### src/tcfc_pkg.sv
// Function
// - Edge field selects off, rising, falling, both
// - Channel flag interrupts gated by matching enable
// - Overflow flag interrupts only when overflow enabled
// - Channel 7 match resets counter when enabled
// - Compare value zero holds counter at zero
// - All-ones compare reset never sets overflow
// - New prescale applies when prescale counter zero
// - Capture or compare event sets channel flag
// - Write one clears flag, zero keeps it
// - Write-one flag clear needs timer or accumulator enable
// - Fast clear by channel register access
// - Fast clear overflow on any counter access
// - Counter rollover sets overflow flag
// - Prescale select only in legacy timer mode
// - Accumulator enable independent of timer enable
package tcfc_pkg;
  // Register indices; byte address is four times the index
  localparam logic [5:0] IDX_SYS_CTL    = 6'h06; // Timer system control, after the counter bytes
  localparam logic [5:0] IDX_CNT_HI     = 6'h04; // Counter high byte
  localparam logic [5:0] IDX_CNT_LO     = 6'h05; // Counter low byte
  localparam logic [5:0] IDX_EDGE_UP    = 6'h0a; // Channels 7..4 edge fields
  localparam logic [5:0] IDX_EDGE_LO    = 6'h0b; // Channels 3..0 edge fields
  localparam logic [5:0] IDX_CH_IE      = 6'h0c; // Channel interrupt enable
  localparam logic [5:0] IDX_PRE_CTL    = 6'h0d; // Prescale and overflow control
  localparam logic [5:0] IDX_CH_FLAG    = 6'h0e; // Channel flag status
  localparam logic [5:0] IDX_OVF_FLAG   = 6'h0f; // Overflow flag status
  localparam logic [5:0] IDX_CH_FIRST   = 6'h10; // First channel register
  localparam logic [5:0] IDX_CH_LAST    = 6'h1f; // Last channel register
  localparam logic [5:0] IDX_ACC_CTL    = 6'h20; // Accumulator control
  localparam logic [5:0] IDX_IRQ_STAT   = 6'h24; // Event status, read only
  localparam logic [5:0] IDX_IRQ_CLR    = 6'h25; // Event clear, write only
  localparam logic [5:0] IDX_IRQ_EN     = 6'h26; // Event enable
  // Field positions
  localparam int BIT_TEN       = 7; // Timer enable in system control
  localparam int BIT_FFCA      = 4; // Fast flag clear all
  localparam int BIT_PRECISION_TIMER_SELECT      = 3; // Precision timer select
  localparam int BIT_TOI       = 7; // Overflow interrupt enable
  localparam int BIT_COUNTER_RESET_ON_MATCH_ENABLE      = 3; // Counter reset on match enable
  localparam int BIT_OVF       = 7; // Overflow flag position
  localparam int BIT_ACCUMULATOR_ENABLE_BIT      = 6; // Accumulator enable
  localparam int EV_OVF        = 0; // Event: counter rollover
  localparam int EV_CAP        = 1; // Event: any capture
  localparam int EV_CMP        = 2; // Event: any compare
  localparam int EV_RST        = 3; // Event: counter reset by match
  // Reset values and constants
  localparam logic [7:0]  RST_BYTE   = 8'h00;
  localparam logic [15:0] CNT_MAX    = 16'hffff;
  localparam logic [15:0] CNT_ZERO   = 16'h0000;
  localparam logic [6:0]  PRE_ZERO   = 7'h00;
  localparam logic [2:0]  PRE_SEL_RST = 3'h0;
  localparam logic [3:0]  EV_ZERO    = 4'h0;
endpackage

### src/tcfc_timer.sv
// Decided for this implementation: the Wishbone register port.
`timescale 1ns/1ns
`default_nettype none
module tcfc_timer #(
  parameter int NCH = 8 // Number of channels
) (
  input  wire logic              clk_i,           // 50 MHz bus clock
  input  wire logic              rst_i,           // Synchronous reset
  input  wire logic              cyc_i,           // Wishbone cycle
  input  wire logic              stb_i,           // Wishbone strobe
  input  wire logic              we_i,            // Wishbone write
  input  wire logic [7:0]        adr_i,           // Byte address
  input  wire logic [3:0]        sel_i,           // Byte lanes
  input  wire logic [31:0]       dat_i,           // Write data
  output logic      [31:0]       dat_o,           // Read data
  output logic                   ack_o,           // Wishbone ack
  input  wire logic [NCH-1:0]    cap_pin_i,       // Capture pins
  input  wire logic [NCH-1:0]    chan_is_capture_i, // Channel in capture mode
  input  wire logic [NCH-1:0]    compare_event_i, // Successful compares
  input  wire logic [15:0]       ch7_compare_i,   // Channel 7 compare value
  input  wire logic              precision_tick_i, // Tick in precision mode
  output logic [NCH-1:0]         capture_event_o, // Capture strobes
  output logic [15:0]            counter_o,       // Free running counter
  output logic                   timer_enable_o,  // Timer enable bit
  output logic                   acc_enable_o,    // Accumulator enable bit
  output logic                   irq_o            // Level interrupt
);
  import tcfc_pkg::*;

  // Whole block state
  typedef struct packed {
    logic            ack;        // Bus answer
    logic [7:0]      rdata;      // Read data byte
    logic [15:0]     edge_cfg;   // {upper, lower} edge fields
    logic [7:0]      ch_ie;      // Channel interrupt enables
    logic [7:0]      pre_ctl;    // Prescale and overflow control
    logic            timer_enable_bit;        // Timer enable bit
    logic            ffca;       // Fast flag clear all
    logic            precision_timer_select;       // Precision timer select
    logic            precision_timer_select_done;  // Precision select written once
    logic            accumulator_enable_bit;       // Accumulator enable bit
    logic [7:0]      ch_flag;    // Channel flags
    logic            ovf_flag;   // Overflow flag
    logic [6:0]      pre_cnt;    // Prescale counter stages
    logic [2:0]      pre_sel;    // Active prescale select
    logic [15:0]     counter;    // Free running counter
    logic [7:0]      pin_prev;   // Previous pin samples
    logic [7:0]      cap_evt;    // Capture strobes
    logic [3:0]      ev_stat;    // Sticky event status
    logic [3:0]      ev_en;      // Event enables
    logic            irq;        // Interrupt level
  } tcfc_state_t;

  tcfc_state_t s_reg;  // Current state
  tcfc_state_t s_next; // Next state

  // Edge detect for one channel by its two-bit field
  function automatic logic tcfc_edge_hit(input logic [1:0] cfg, input logic prev, input logic now);
    tcfc_edge_hit = (cfg[0] & ~prev & now) | (cfg[1] & prev & ~now);
  endfunction

  // Bus decode
  logic       bus_req;     // Request pending, not yet answered
  logic       bus_do;      // Request completes at this edge
  logic       wr_do;       // Write takes effect
  logic       rd_do;       // Read takes effect
  logic [5:0] idx;         // Register index
  logic [7:0] wbyte;       // Written byte
  logic       wlane;       // Low lane selected
  logic       ch_acc;      // Access to a channel register
  logic [2:0] ch_num;      // Channel addressed
  logic       cnt_acc;     // Access to the counter
  logic       clr_ok;      // Flag clearing permitted
  logic [7:0] ch_set;      // Channel flag set sources
  logic [7:0] ch_clr;      // Channel flag clear sources
  logic       ovf_set;     // Overflow set source
  logic       ovf_clr;     // Overflow clear source
  logic       tick;        // Prescaled counter tick
  logic       ch7_match;   // Counter equals channel 7 compare
  logic       match_rst;   // Counter reset by match
  logic [6:0] pre_mask;    // Stages used by active select
  logic [7:0] cap_now;     // Capture edges this cycle
  logic [3:0] ev_in;       // Event sources

  assign bus_req = cyc_i & stb_i & ~s_reg.ack;
  assign bus_do  = cyc_i & stb_i & s_reg.ack;
  assign idx     = adr_i[7:2];
  assign wlane   = sel_i[0];
  assign wbyte   = dat_i[7:0];
  assign wr_do   = bus_do & we_i & wlane;
  assign rd_do   = bus_do & ~we_i;

  // Channel and counter access decode
  assign ch_acc  = (idx >= IDX_CH_FIRST) && (idx <= IDX_CH_LAST);
  assign ch_num  = idx[3:1];
  assign cnt_acc = bus_do && ((idx == IDX_CNT_HI) || (idx == IDX_CNT_LO));

  // Clearing works with either enable; the two bits are kept apart
  assign clr_ok = s_reg.timer_enable_bit | s_reg.accumulator_enable_bit;

  // Prescaler: divide by two to the select
  assign pre_mask = 7'(({7'h00, 1'b1} << s_reg.pre_sel) - 8'h01);
  assign tick = s_reg.precision_timer_select ? precision_tick_i
                           : ((s_reg.pre_cnt & pre_mask) == pre_mask);

  // Channel 7 match and counter reset
  assign ch7_match = (s_reg.counter == ch7_compare_i);
  assign match_rst = s_reg.pre_ctl[BIT_COUNTER_RESET_ON_MATCH_ENABLE] & ch7_match;

  // Capture edges per channel, gated by timer enable and capture mode
  genvar g;
  generate
    for (g = 0; g < NCH; g++) begin : g_edge
      assign cap_now[g] = s_reg.timer_enable_bit & chan_is_capture_i[g]
                        & tcfc_edge_hit(s_reg.edge_cfg[2*g+1 -: 2], s_reg.pin_prev[g], cap_pin_i[g]);
    end
  endgenerate

  // Flag set and clear sources
  always_comb begin
    ch_set  = cap_now | compare_event_i;
    ch_clr  = 8'h00;
    if (wr_do && idx == IDX_CH_FLAG && clr_ok) begin
      ch_clr = wbyte;
    end
    if (s_reg.ffca && bus_do && ch_acc) begin
      // Read of a capture or write of a compare channel
      if (chan_is_capture_i[ch_num] ? ~we_i : we_i) begin
        ch_clr[ch_num] = 1'b1;
      end
    end
    ovf_set = s_reg.timer_enable_bit & tick & (s_reg.counter == CNT_MAX) & ~match_rst;
    ovf_clr = (wr_do && idx == IDX_OVF_FLAG && clr_ok && wbyte[BIT_OVF])
            | (s_reg.ffca & cnt_acc);
    ev_in = EV_ZERO;
    ev_in[EV_OVF] = ovf_set;
    ev_in[EV_CAP] = |cap_now;
    ev_in[EV_CMP] = |compare_event_i;
    ev_in[EV_RST] = s_reg.timer_enable_bit & tick & match_rst;
  end

  // Next state
  always_comb begin
    s_next = s_reg;
    // Single cycle ack with registered read data
    s_next.ack   = bus_req;
    s_next.rdata = RST_BYTE;
    if (bus_req && !we_i) begin
      case (idx)
        IDX_SYS_CTL: begin
          s_next.rdata[BIT_TEN]  = s_reg.timer_enable_bit;
          s_next.rdata[BIT_FFCA] = s_reg.ffca;
          s_next.rdata[BIT_PRECISION_TIMER_SELECT] = s_reg.precision_timer_select;
        end
        IDX_CNT_HI:   s_next.rdata = s_reg.counter[15:8];
        IDX_CNT_LO:   s_next.rdata = s_reg.counter[7:0];
        IDX_EDGE_UP:  s_next.rdata = s_reg.edge_cfg[15:8];
        IDX_EDGE_LO:  s_next.rdata = s_reg.edge_cfg[7:0];
        IDX_CH_IE:    s_next.rdata = s_reg.ch_ie;
        IDX_PRE_CTL:  s_next.rdata = s_reg.pre_ctl;
        IDX_CH_FLAG:  s_next.rdata = s_reg.ch_flag;
        IDX_OVF_FLAG: s_next.rdata[BIT_OVF] = s_reg.ovf_flag;
        IDX_ACC_CTL:  s_next.rdata[BIT_ACCUMULATOR_ENABLE_BIT] = s_reg.accumulator_enable_bit;
        IDX_IRQ_STAT: s_next.rdata = {4'h0, s_reg.ev_stat};
        IDX_IRQ_EN:   s_next.rdata = {4'h0, s_reg.ev_en};
        default:      s_next.rdata = RST_BYTE; // Unmapped and channel regs read zero
      endcase
    end
    // Register writes at the ack edge
    if (wr_do) begin
      case (idx)
        IDX_SYS_CTL: begin
          s_next.timer_enable_bit  = wbyte[BIT_TEN];
          s_next.ffca = wbyte[BIT_FFCA];
          // Precision select writable once after reset
          if (!s_reg.precision_timer_select_done) begin
            s_next.precision_timer_select      = wbyte[BIT_PRECISION_TIMER_SELECT];
            s_next.precision_timer_select_done = 1'b1;
          end
        end
        IDX_EDGE_UP: s_next.edge_cfg[15:8] = wbyte;
        IDX_EDGE_LO: s_next.edge_cfg[7:0]  = wbyte;
        IDX_CH_IE:   s_next.ch_ie = wbyte;
        IDX_PRE_CTL: s_next.pre_ctl = {wbyte[7], 3'h0, wbyte[3:0]};
        IDX_ACC_CTL: s_next.accumulator_enable_bit = wbyte[BIT_ACCUMULATOR_ENABLE_BIT];
        IDX_IRQ_EN:  s_next.ev_en = wbyte[3:0];
        default: begin
          // Other indices hold no state here
        end
      endcase
    end
    // Flags: a set in the clearing cycle wins
    s_next.ch_flag  = (s_reg.ch_flag & ~ch_clr) | ch_set;
    s_next.ovf_flag = (s_reg.ovf_flag & ~ovf_clr) | ovf_set;
    // Prescaler runs while the timer is enabled
    if (s_reg.timer_enable_bit) begin
      s_next.pre_cnt = s_reg.pre_cnt + 7'h01;
    end else begin
      s_next.pre_cnt = PRE_ZERO;
    end
    // Pending select adopted only with all stages zero
    if (s_reg.pre_cnt == PRE_ZERO) begin
      s_next.pre_sel = s_reg.pre_ctl[2:0];
    end
    // Counter
    if (s_reg.timer_enable_bit && tick) begin
      if (match_rst) begin
        s_next.counter = CNT_ZERO;
      end else begin
        s_next.counter = s_reg.counter + 16'h0001;
      end
    end
    // Pins and capture strobes
    s_next.pin_prev = cap_pin_i;
    s_next.cap_evt  = cap_now;
    // Sticky events, set wins over clear
    if (wr_do && idx == IDX_IRQ_CLR) begin
      s_next.ev_stat = (s_reg.ev_stat & ~wbyte[3:0]) | ev_in;
    end else begin
      s_next.ev_stat = s_reg.ev_stat | ev_in;
    end
    // Interrupt level from the next flag values
    s_next.irq = (|(s_next.ch_flag & s_next.ch_ie))
               | (s_next.ovf_flag & s_next.pre_ctl[BIT_TOI])
               | (|(s_next.ev_stat & s_next.ev_en));
  end

  // State register
  always_ff @(posedge clk_i) begin
    if (rst_i) begin
      s_reg <= '0;
    end else begin
      s_reg <= s_next;
    end
  end

  // Outputs straight from flip-flops
  assign dat_o           = {24'h000000, s_reg.rdata};
  assign ack_o           = s_reg.ack;
  assign capture_event_o = s_reg.cap_evt;
  assign counter_o       = s_reg.counter;
  assign timer_enable_o  = s_reg.timer_enable_bit;
  assign acc_enable_o    = s_reg.accumulator_enable_bit;
  assign irq_o           = s_reg.irq;
endmodule // tcfc_timer
`default_nettype wire

### config.mk
export PLATFORM = sky130hd
export DESIGN_NAME = tcfc_timer
export DESIGN_NICKNAME = d
export VERILOG_FILES = /design/src/tcfc_pkg.sv /design/src/tcfc_timer.sv
export SDC_FILE = /design/constraint.sdc
export NUM_CORES = 1
export LEC_CHECK = 0
export BUFFER_PORTS_ARGS = -buffer_cell sky130_fd_sc_hd__buf_2
export CAP_MARGIN = 10
export CORE_MARGIN = 2
export CORE_UTILIZATION = 50
export DETAILED_ROUTE_END_ITERATION = 8
export HOLD_SLACK_MARGIN = 0.05
export PLACE_DENSITY_LB_ADDON = 0.05
export SYNTH_ARGS = -nofsm -noshare
export SYNTH_HDL_FRONTEND = slang
export SYNTH_SLANG_ARGS = --single-unit
### constraint.sdc
create_clock -name clk_i -period 5.4 [get_ports clk_i]
set_input_delay 0.54 -clock clk_i [delete_from_list [all_inputs] [get_ports clk_i]]
set_output_delay 0.54 -clock clk_i [all_outputs]
set_load 0.05 [all_outputs]
* Word-level counts from Yosys, hierarchy flattened
Index checks and enable logic that the tools add are counted.
** Cells by class
- $lt $le $gt $ge :: 4
- Bitwise logic cells :: 109
- $add $sub $neg :: 3
- Equality and inequality tests :: 16
- Shift operators :: 1
- Reductions and logical operators :: 28
- Muxes and demuxes :: 24
** Operator list (count)
- 1-bit bitwise AND :: 61
- 8-bit two-way mux :: 5
- 6-bit by 4-bit equality test with 1-bit output (second input constant) :: 6
- 3-bit case mux with 9 select lines :: 1
- 6-bit equality test (second input constant) :: 4
- 8-bit OR :: 3
- 8-bit OR reduction :: 3
- 1-bit inverter :: 23
- 21-bit two-way mux :: 1
- 2-bit case mux with 10 select lines :: 1
- 6-bit by 3-bit equality test with 1-bit output (second input constant) :: 3
- 16-bit by 1-bit adder with 16-bit output (second input constant) :: 1
- 8-bit bitwise AND :: 2
- 16-bit equality test :: 1
- 16-bit equality test (second input constant) :: 1
- 16-bit two-way mux :: 1
- 4-bit two-way mux :: 4
- 1-bit logical AND :: 13
- 1-bit OR :: 13
- 2-bit AND reduction :: 5
- 1-bit case mux with 9 select lines :: 1
- 4-bit bitwise AND :: 2
- 8-bit inverter :: 1
- 4-bit OR :: 2
- 22 further kinds :: 27
** Word-level totals
- Input bits :: 90
- Output and inout bits :: 60
- Flip-flop bits (word level) :: 103
- Logic and storage cells :: 207

* Logic depth before layout (Yosys ltp)
Gate-level depths: netlist of run 1.
- Depth in word-level cells :: 17
- Gate-level depth with buffers :: 10
- Mapped depth without buffers :: 8

* Least setup slack after synthesis of run 1
No wires, ideal clock.
- Path kind :: reg2reg
- Start point :: register s_reg, in the netlist ack_o
- End point :: register s_reg, in the netlist irq_o
- Arrival :: 3.044 ns
- Data required time :: 5.259 ns
- Stages on the path, launching flop included :: 9
- Clock period less this slack :: 3.185 ns
- Slack :: 2.215 ns
- Path buffers :: 0
- Cell sequence :: dfxtp_1 -> nand3_1 -> nor4_4 -> mux2i_1 -> o22a_1 -> o21ai_1 -> or4_1 -> a2111oi_2 -> a41oi_1
** Between the ends
- Longest elaborated chain between the ends :: 16
- Elaborated cells between the ends (all ways) :: 34
- Classes of those cells :: 6 x mux; 17 x bitwise; 11 x reduce/logical
** Ends and longest elaborated chain
- start, declared :: RTL line tcfc_timer.sv:54 : tcfc_state_t s_reg;
- start signal, assigned :: RTL line tcfc_timer.sv:233 : s_reg <= s_next;
- 1-bit bitwise AND (*) :: RTL line tcfc_timer.sv:86 : assign bus_do = cyc_i & stb_i & s_reg.ack;
- 1-bit bitwise AND (2 in series) :: RTL line tcfc_timer.sv:90 : assign wr_do = bus_do & we_i & wlane;
- 1-bit logical AND (2 in series) :: RTL line tcfc_timer.sv:123 : if (wr_do && idx == IDX_CH_FLAG && clr_ok) begin
- 8-bit two-way mux :: RTL line tcfc_timer.sv:123
- 8-bit OR (no source line)
- 8-bit two-way mux :: RTL line tcfc_timer.sv:128 : if (chan_is_capture_i[ch_num] ? ~we_i : we_i) begin
- 8-bit two-way mux :: RTL line tcfc_timer.sv:126 : if (s_reg.ffca && bus_do && ch_acc) begin
- 8-bit inverter :: RTL line tcfc_timer.sv:193 : s_next.ch_flag = (s_reg.ch_flag & ~ch_clr) | ch_set;
- 8-bit bitwise AND :: RTL line tcfc_timer.sv:193
- 8-bit OR :: RTL line tcfc_timer.sv:193
- 8-bit bitwise AND :: RTL line tcfc_timer.sv:223 : s_next.irq = (|(s_next.ch_flag & s_next.ch_ie))
- 8-bit OR reduction :: RTL line tcfc_timer.sv:223
- 1-bit OR :: RTL line tcfc_timer.sv:224 : | (s_next.ovf_flag & s_next.pre_ctl[BIT_TOI])
- 1-bit OR (*) :: RTL line tcfc_timer.sv:225 : | (|(s_next.ev_stat & s_next.ev_en));
Every way passes the cells marked *; elsewhere a longest branch is shown, timed or not.
A chain may end at the register's enable or synchronous reset.

* Worst setup path after layout of run 1
- Start point :: input port adr_i[4]
- End point :: register s_reg, in the netlist irq_o
** Between the ends
- Longest elaborated chain between the ends :: 14
- Elaborated cells between the ends (all ways) :: 53
- Classes of those cells :: 4 x order compare; 8 x eq/ne; 14 x mux; 14 x bitwise; 13 x reduce/logical
** Ends and longest elaborated chain
- start, declared :: RTL line tcfc_timer.sv:12 : input wire logic [7:0] adr_i,
- 3-bit by 4-bit < comparator with 1-bit output (implied by the code) (tied with other cells) :: RTL line tcfc_timer.sv:129 : ch_clr[ch_num] = 1'b1;
- 1-bit logical AND, on equally long branches :: RTL line tcfc_timer.sv:129, tcfc_timer.sv:123
- 1-bit two-way mux (implied by the code) or 1-bit logical AND (tied branches) :: RTL line tcfc_timer.sv:129, tcfc_timer.sv:123
- 1-bit demux with 3-bit select or 8-bit two-way mux (tied branches) :: RTL line tcfc_timer.sv:129, tcfc_timer.sv:123
- 8-bit OR (no source line)
- 8-bit two-way mux :: RTL line tcfc_timer.sv:128
- 8-bit two-way mux :: RTL line tcfc_timer.sv:126
- 8-bit inverter :: RTL line tcfc_timer.sv:193
- 8-bit bitwise AND :: RTL line tcfc_timer.sv:193
- 8-bit OR :: RTL line tcfc_timer.sv:193
- 8-bit bitwise AND :: RTL line tcfc_timer.sv:223
- 8-bit OR reduction :: RTL line tcfc_timer.sv:223
- 1-bit OR :: RTL line tcfc_timer.sv:224
- 1-bit OR (*) :: RTL line tcfc_timer.sv:225
Every way passes the cells marked *; elsewhere a longest branch is shown, timed or not. The select of a mux whose other input is x is not followed.

==> results of run 1 <==
==> path summary, 6_finish.rpt <==
kind / endpoint / slack, ns / depth (start not counted)
hold / removal: s_reg[24] / 0.43 / 2
setup / recovery: irq_o / 1.93 / 9
setup reg to reg: irq_o / 2.18 / 8
hold reg to reg: s_reg[61] / 0.47 / 2
==> placed cells by master, fill, tap and decap left out, types with 12 or more instances in the layout <==
cell type	n
a21oi_1	27
nand2_1	51
nand2b_1	12
inv_1	13
xnor2_1	28
nand3b_1	19
buf_2	96
nor2b_1	24
conb_1	24
nand3_1	14
dfxtp_1	103
nor3_1	15
nor2_1	101
mux2i_1	51
==> metal layers <==
layer | GRT usage (%) | routed length (um)
met1 | 36.9 | 7050
met2 | 39.0 | 6930
met3 | 7.58 | 1330
met4 | 9.82 | 297
met5 | 0 | 0
==> cell type report <==
type	count	area share [%]
Multi-Input combinational cell	485	49.7
Sequential cell	103	33.5
Timing Repair Buffer	100	8.29
Clock buffer	12	4.17
Tap cell	140	2.84
Inverter	13	0.793
Clock inverter	3	0.691
==> power groups by stage <==
| stage | registers, mW | clock network [mW] | logic [mW] |
|---|---|---|---|
| 2_1_floorplan | 0.789 | 0 | 0.109 |
| 3_3_place_gp | 0.789 | 0 | 0.139 |
| 3_5_place_dp | 0.789 | 0 | 0.140 |
| 4_1_cts | 0.772 | 0.672 | 0.141 |
| 5_1_grt | 0.772 | 0.704 | 0.153 |
| 6_report | 0.772 | 0.661 | 0.142 |
==> worst register-to-register path: cells and delay by family, from the launching register on <==
kind	cells	cell delay [ns]
compound gates	4	0.79
flops	1	0.37
mux	1	0.41
simple gates	3	1.50
==> per-stage QoR <==
stage	util [%]	hold WS, ns	instance area, um^2	power, mW
finish	56.3	0.429	6160	1.58
global route	56.3	0.441	6160	1.63
CTS	56.3	0.424	6160	1.58
detailed placement	53.6	0.462	5860	0.929
global placement	53.6	0.443	5860	0.928
floorplan	-	0.431	5720	0.898
==> cells by family after synthesis <==
kind of cell | share of synthesized area (%)
fa+ha+maj | 0.667
flops | 36.6
mux | 9.47
other cells | 0.0666
compound gates | 11.8
xor+xnor | 5.60
simple gates | 25.2
buf+inv | 10.5
==> impl_metrics.ini, run 1 <==
[run_status]
status = complete, no violations

[floorplan]
die_area_um2 = 12100
start_util_pct = 51.5
core_area_um2 = 10900
ioPinCount = 150
floorplan.rows = 38
chipHeight_um = 110
die_w_um = 110

[detailed_routing]
drc = 0
wl_mm = 15.6
wl_per_cell_um = 18.2
antenna_left = 0
num_vias = 4853
drtPass1Iterations = 5
avgViaCountPerCell = 5.67
dr.first_iter.drc_count = 379

[sta]
slew_viol_final = 0
fin_tns_setup_ns = 0
fin_ws_ns = 1.93
finalHoldViolCount = 0
max_freq_ghz = 0.288
rsz0062_at_grt = no
tightest_slew_ns = 1.07
slew_headroom_pct = 28.3
period_share_pct = 64.3
min_period_ns = 3.47
fin_worst_skew_ns = 0.00694
finalSetupViolations = 0

[place]
hpwl_mm = 11.7
port_buffers = 96
post-place-ws_ns = 1.63
gp_congestion = 0.916
place_inst = 841

[grt]
first_global_vias = 4423
antenna_found_initial = 0
grt_max_degree = 75
grt_pass1_wl_mm = 24.0
overflow = 0
grt_usage_pct = 26.5

[run]
cap_violations = 0

[synth]
seq_area_frac_synth_pct = 36.6
synth.top_cell.area_share_pct = 36.6
syn_area_per_cell_um2 = 8.53
synth-edff-count = 0
synth_warnings = 0
ys_ff_latch = 103
yosys.area.top_type = dfxtp_1
synthTopCellsByArea = dfxtp_1, mux2i_1, buf_4
synthArstFlopShare_pct = 0
ys.flop_type = dfxtp_1
netlist_top_cells_count = dfxtp_1, nor2_1, buf_4
yosysUniqueCellTypes = 65
synth_cells = 660
mappedNetlistArea_um2 = 5630
yosysMostFrequentCell = dfxtp_1

[setup_path]
worstSetupPathType = in -> reg
crit_path_max_incr_delay_ns = 0.78
critPathBufInv = 1
startpoint = adr_i[4]
worstPathMaxFanout = 17
slowest_stage = nor4_4
r2r_start = ack_o
crit_chain = buf_2 -> nand4bb_1 -> nor4_4 -> mux2i_1 -> o22a_1 -> o2111ai_1 -> or4_1 -> a2111oi_2 -> a41oi_1
critPathCaptureType = flop
cp-start-kind = input port
cp_data_required_time_ns = 5.59
cpLargestDelayFamily = simple AND/OR/NAND/NOR gates
arrival_ns = 3.67

[power]
p_comb_share_pct = 9.0
p_clk_share_pct = 42.0
power.switching_uw = 385
switching_share_pct = 24.4
power.leakage_nw = 2.29
peakVddDrop_v = 0.000191
power.density_nw_per_um2 = 256
pwr-share-seq_pct = 49.0
p_int_mw = 1.19

[clock_network]
cts_tree = done
htree_levels = 3
clkTransAtPathRegs_ns = 0.07
cts.sinks = 103
cts_buffer_depth = 2
root_buffer = clkbuf_16
cts_made_buffers = 9
post_cts_buffers = 0
cts_hold_buf = 0
clk_latency_ns = 0.35
postCtsResizedCells = 0

[finish]
antenna_cells = 0
area_growth_pct = 9.38
multi_input_area_um2 = 3060
stdcell_count = 856
regArea_um2 = 2060
final_net_count = 805
largest_reg_flops = 67
layout-drive-gt1-share_pct = 18.7
n_fill_cell = 1038

[hold_path]
hold_start = cap_pin_i[7]
min_path_type = in -> reg
(Power assumes the default switching activity.)
==> run 2, diff against run 1 <==
- CORE_UTILIZATION: 50 -> 48
- clock period: 5.4 -> 2.96 ns (I/O delays scaled with it)
==> impl_metrics.ini, run 2 (synthesis results as in run 1) <==
[finish]
final_cell_mix = dfxtp_1, nor2_1, buf_2
stdcell_count = 890
final_common_cell = dfxtp_1
final_net_count = 836
final_util_pct = 56.4
area_growth_pct = 14.4
antenna_cells = 0
largest_reg_flops = 67
layout-drive-gt1-share_pct = 22.4

[power]
p_clk_share_pct = 44.2
p_int_mw = 2.29
power.density_nw_per_um2 = 467
pwr-share-seq_pct = 46.8
power.leakage_nw = 2.46
power.switching_uw = 717
p_comb_share_pct = 9.0
switching_share_pct = 23.9
peakVddDrop_v = 0.000395
power.total_mw = 3.00

[place]
port_buffers = 96
gp_congestion = 0.950
hpwl_mm = 12.3
post-place-ws_ns = 0.140
place_inst = 875

[grt]
grt_pass1_wl_mm = 25.2
overflow = 0
grt_usage_pct = 25.4
grt_max_degree = 65
first_global_vias = 4737
antenna_found_initial = 0

[sta]
max_freq_ghz = 0.363
slew_headroom_pct = 54.2
rsz0062_at_grt = no
fin_worst_skew_ns = 0.0104
fin_ws_ns = 0.209
tightest_slew_ns = 0.687
finalSetupViolations = 0
period_share_pct = 93.0
min_period_ns = 2.75
finalHoldViolCount = 0
slew_viol_final = 0
fin_tns_setup_ns = 0

[floorplan]
chipHeight_um = 112
core_area_um2 = 11400
start_util_pct = 49.3
die_w_um = 112
ioPinCount = 150
die_area_um2 = 12600
floorplan.rows = 39

[clock_network]
clk_latency_ns = 0.35
cts_tree = done
cts_hold_buf = 0
cts_made_buffers = 9
root_buffer = clkbuf_16
postCtsResizedCells = 0
clkTransAtPathRegs_ns = 0.07
cts_buffer_depth = 2
post_cts_buffers = 0
htree_levels = 3
cts.sinks = 103

[setup_path]
crit_chain = and3_1 -> nand3_2 -> nor3_2 -> mux2i_1 -> o22ai_1 -> or4_1 -> a2111oi_2 -> a41oi_1
cp-start-kind = flop
crit_path_max_incr_delay_ns = 0.56
critPathCaptureType = flop
slowest_stage = nor3_2
arrival_ns = 2.95
worstSetupPathType = reg -> reg
cp_data_required_time_ns = 3.16
worstPathMaxFanout = 5

[run_status]
status = complete, no violations

[run]
cap_violations = 0

[detailed_routing]
drtPass1Iterations = 5
dr.first_iter.drc_count = 328
wl_per_cell_um = 18.1
drc = 0
num_vias = 4982
antenna_left = 0
avgViaCountPerCell = 5.60
wl_mm = 16.2

[hold_path]
min_path_type = in -> reg
run 2: changes by cell type in the layout (fill, tap and decap cells not counted), sizes merged:
cell | before | now
bufinv | 1 | 2
buf | 100 | 131
clkinvlp | 1 | 0
run 2: per-stage QoR:
| stage | area, um^2 | hold slack, ns |
|---|---|---|
| 2_1_floorplan | 5720 | 0.372 |
| 3_3_place_gp | 6110 | 0.427 |
| 3_5_place_dp | 6110 | 0.442 |
| 4_1_cts | 6440 | 0.185 |
| 5_1_grt | 6440 | 0.197 |
| 6_report | 6440 | 0.186 |
run 2: critical path: cells and delay by family (launching register included):
| family | cells | cell delay, ns |
|---|---|---|
| multiplexers | 1 | 0.32 |
| AO/OA/AOI/OAI | 3 | 0.51 |
| AND/OR/NAND/NOR | 4 | 1.42 |
| flip-flops | 1 | 0.35 |
run 2: path summary, 6_finish.rpt:
| path | startpoint | to | slack (ns) | cells after the start |
|---|---|---|---|---|
| worst max register to register | ack_o | irq_o | 0.21 | 8 |
| worst min-delay path | cap_pin_i[3] | s_reg[20] | 0.19 | 2 |
| worst max-delay path | ack_o | irq_o | 0.21 | 8 |
| worst min register to register | ack_o | ack_o | 0.45 | 1 |
run 2: metal layers:
metal | routed length [um] | part of all wire [%] | global-route usage [%] | vias to the layer above
met5 | 0 | 0 | 0 | -
met3 | 1220 | 7.6 | 4.54 | 38
met2 | 7130 | 44 | 38.4 | 221
met4 | 527 | 3.3 | 10.7 | 0
li1 | - | - | - | 2376
met1 | 7270 | 45 | 35.9 | 2347
run 2: power by group through the flow:
stage	combinational (mW)	sequential, mW	clock [mW]
2_1_floorplan	0.198	1.44	0
3_3_place_gp	0.265	1.44	0
3_5_place_dp	0.267	1.44	0
4_1_cts	0.268	1.41	1.34
5_1_grt	0.289	1.41	1.39
6_report	0.269	1.41	1.33
run 2: area by class of cell:
type | instances | area, um^2
multi-input cells | 485 | 3060
flip-flops and latches | 103 | 2060
well taps | 143 | 179
repair buffers | 131 | 756
fillers | 1097 | 4980
clock buffers | 12 | 267
inverters | 13 | 48.8
clock inverters | 3 | 65.1
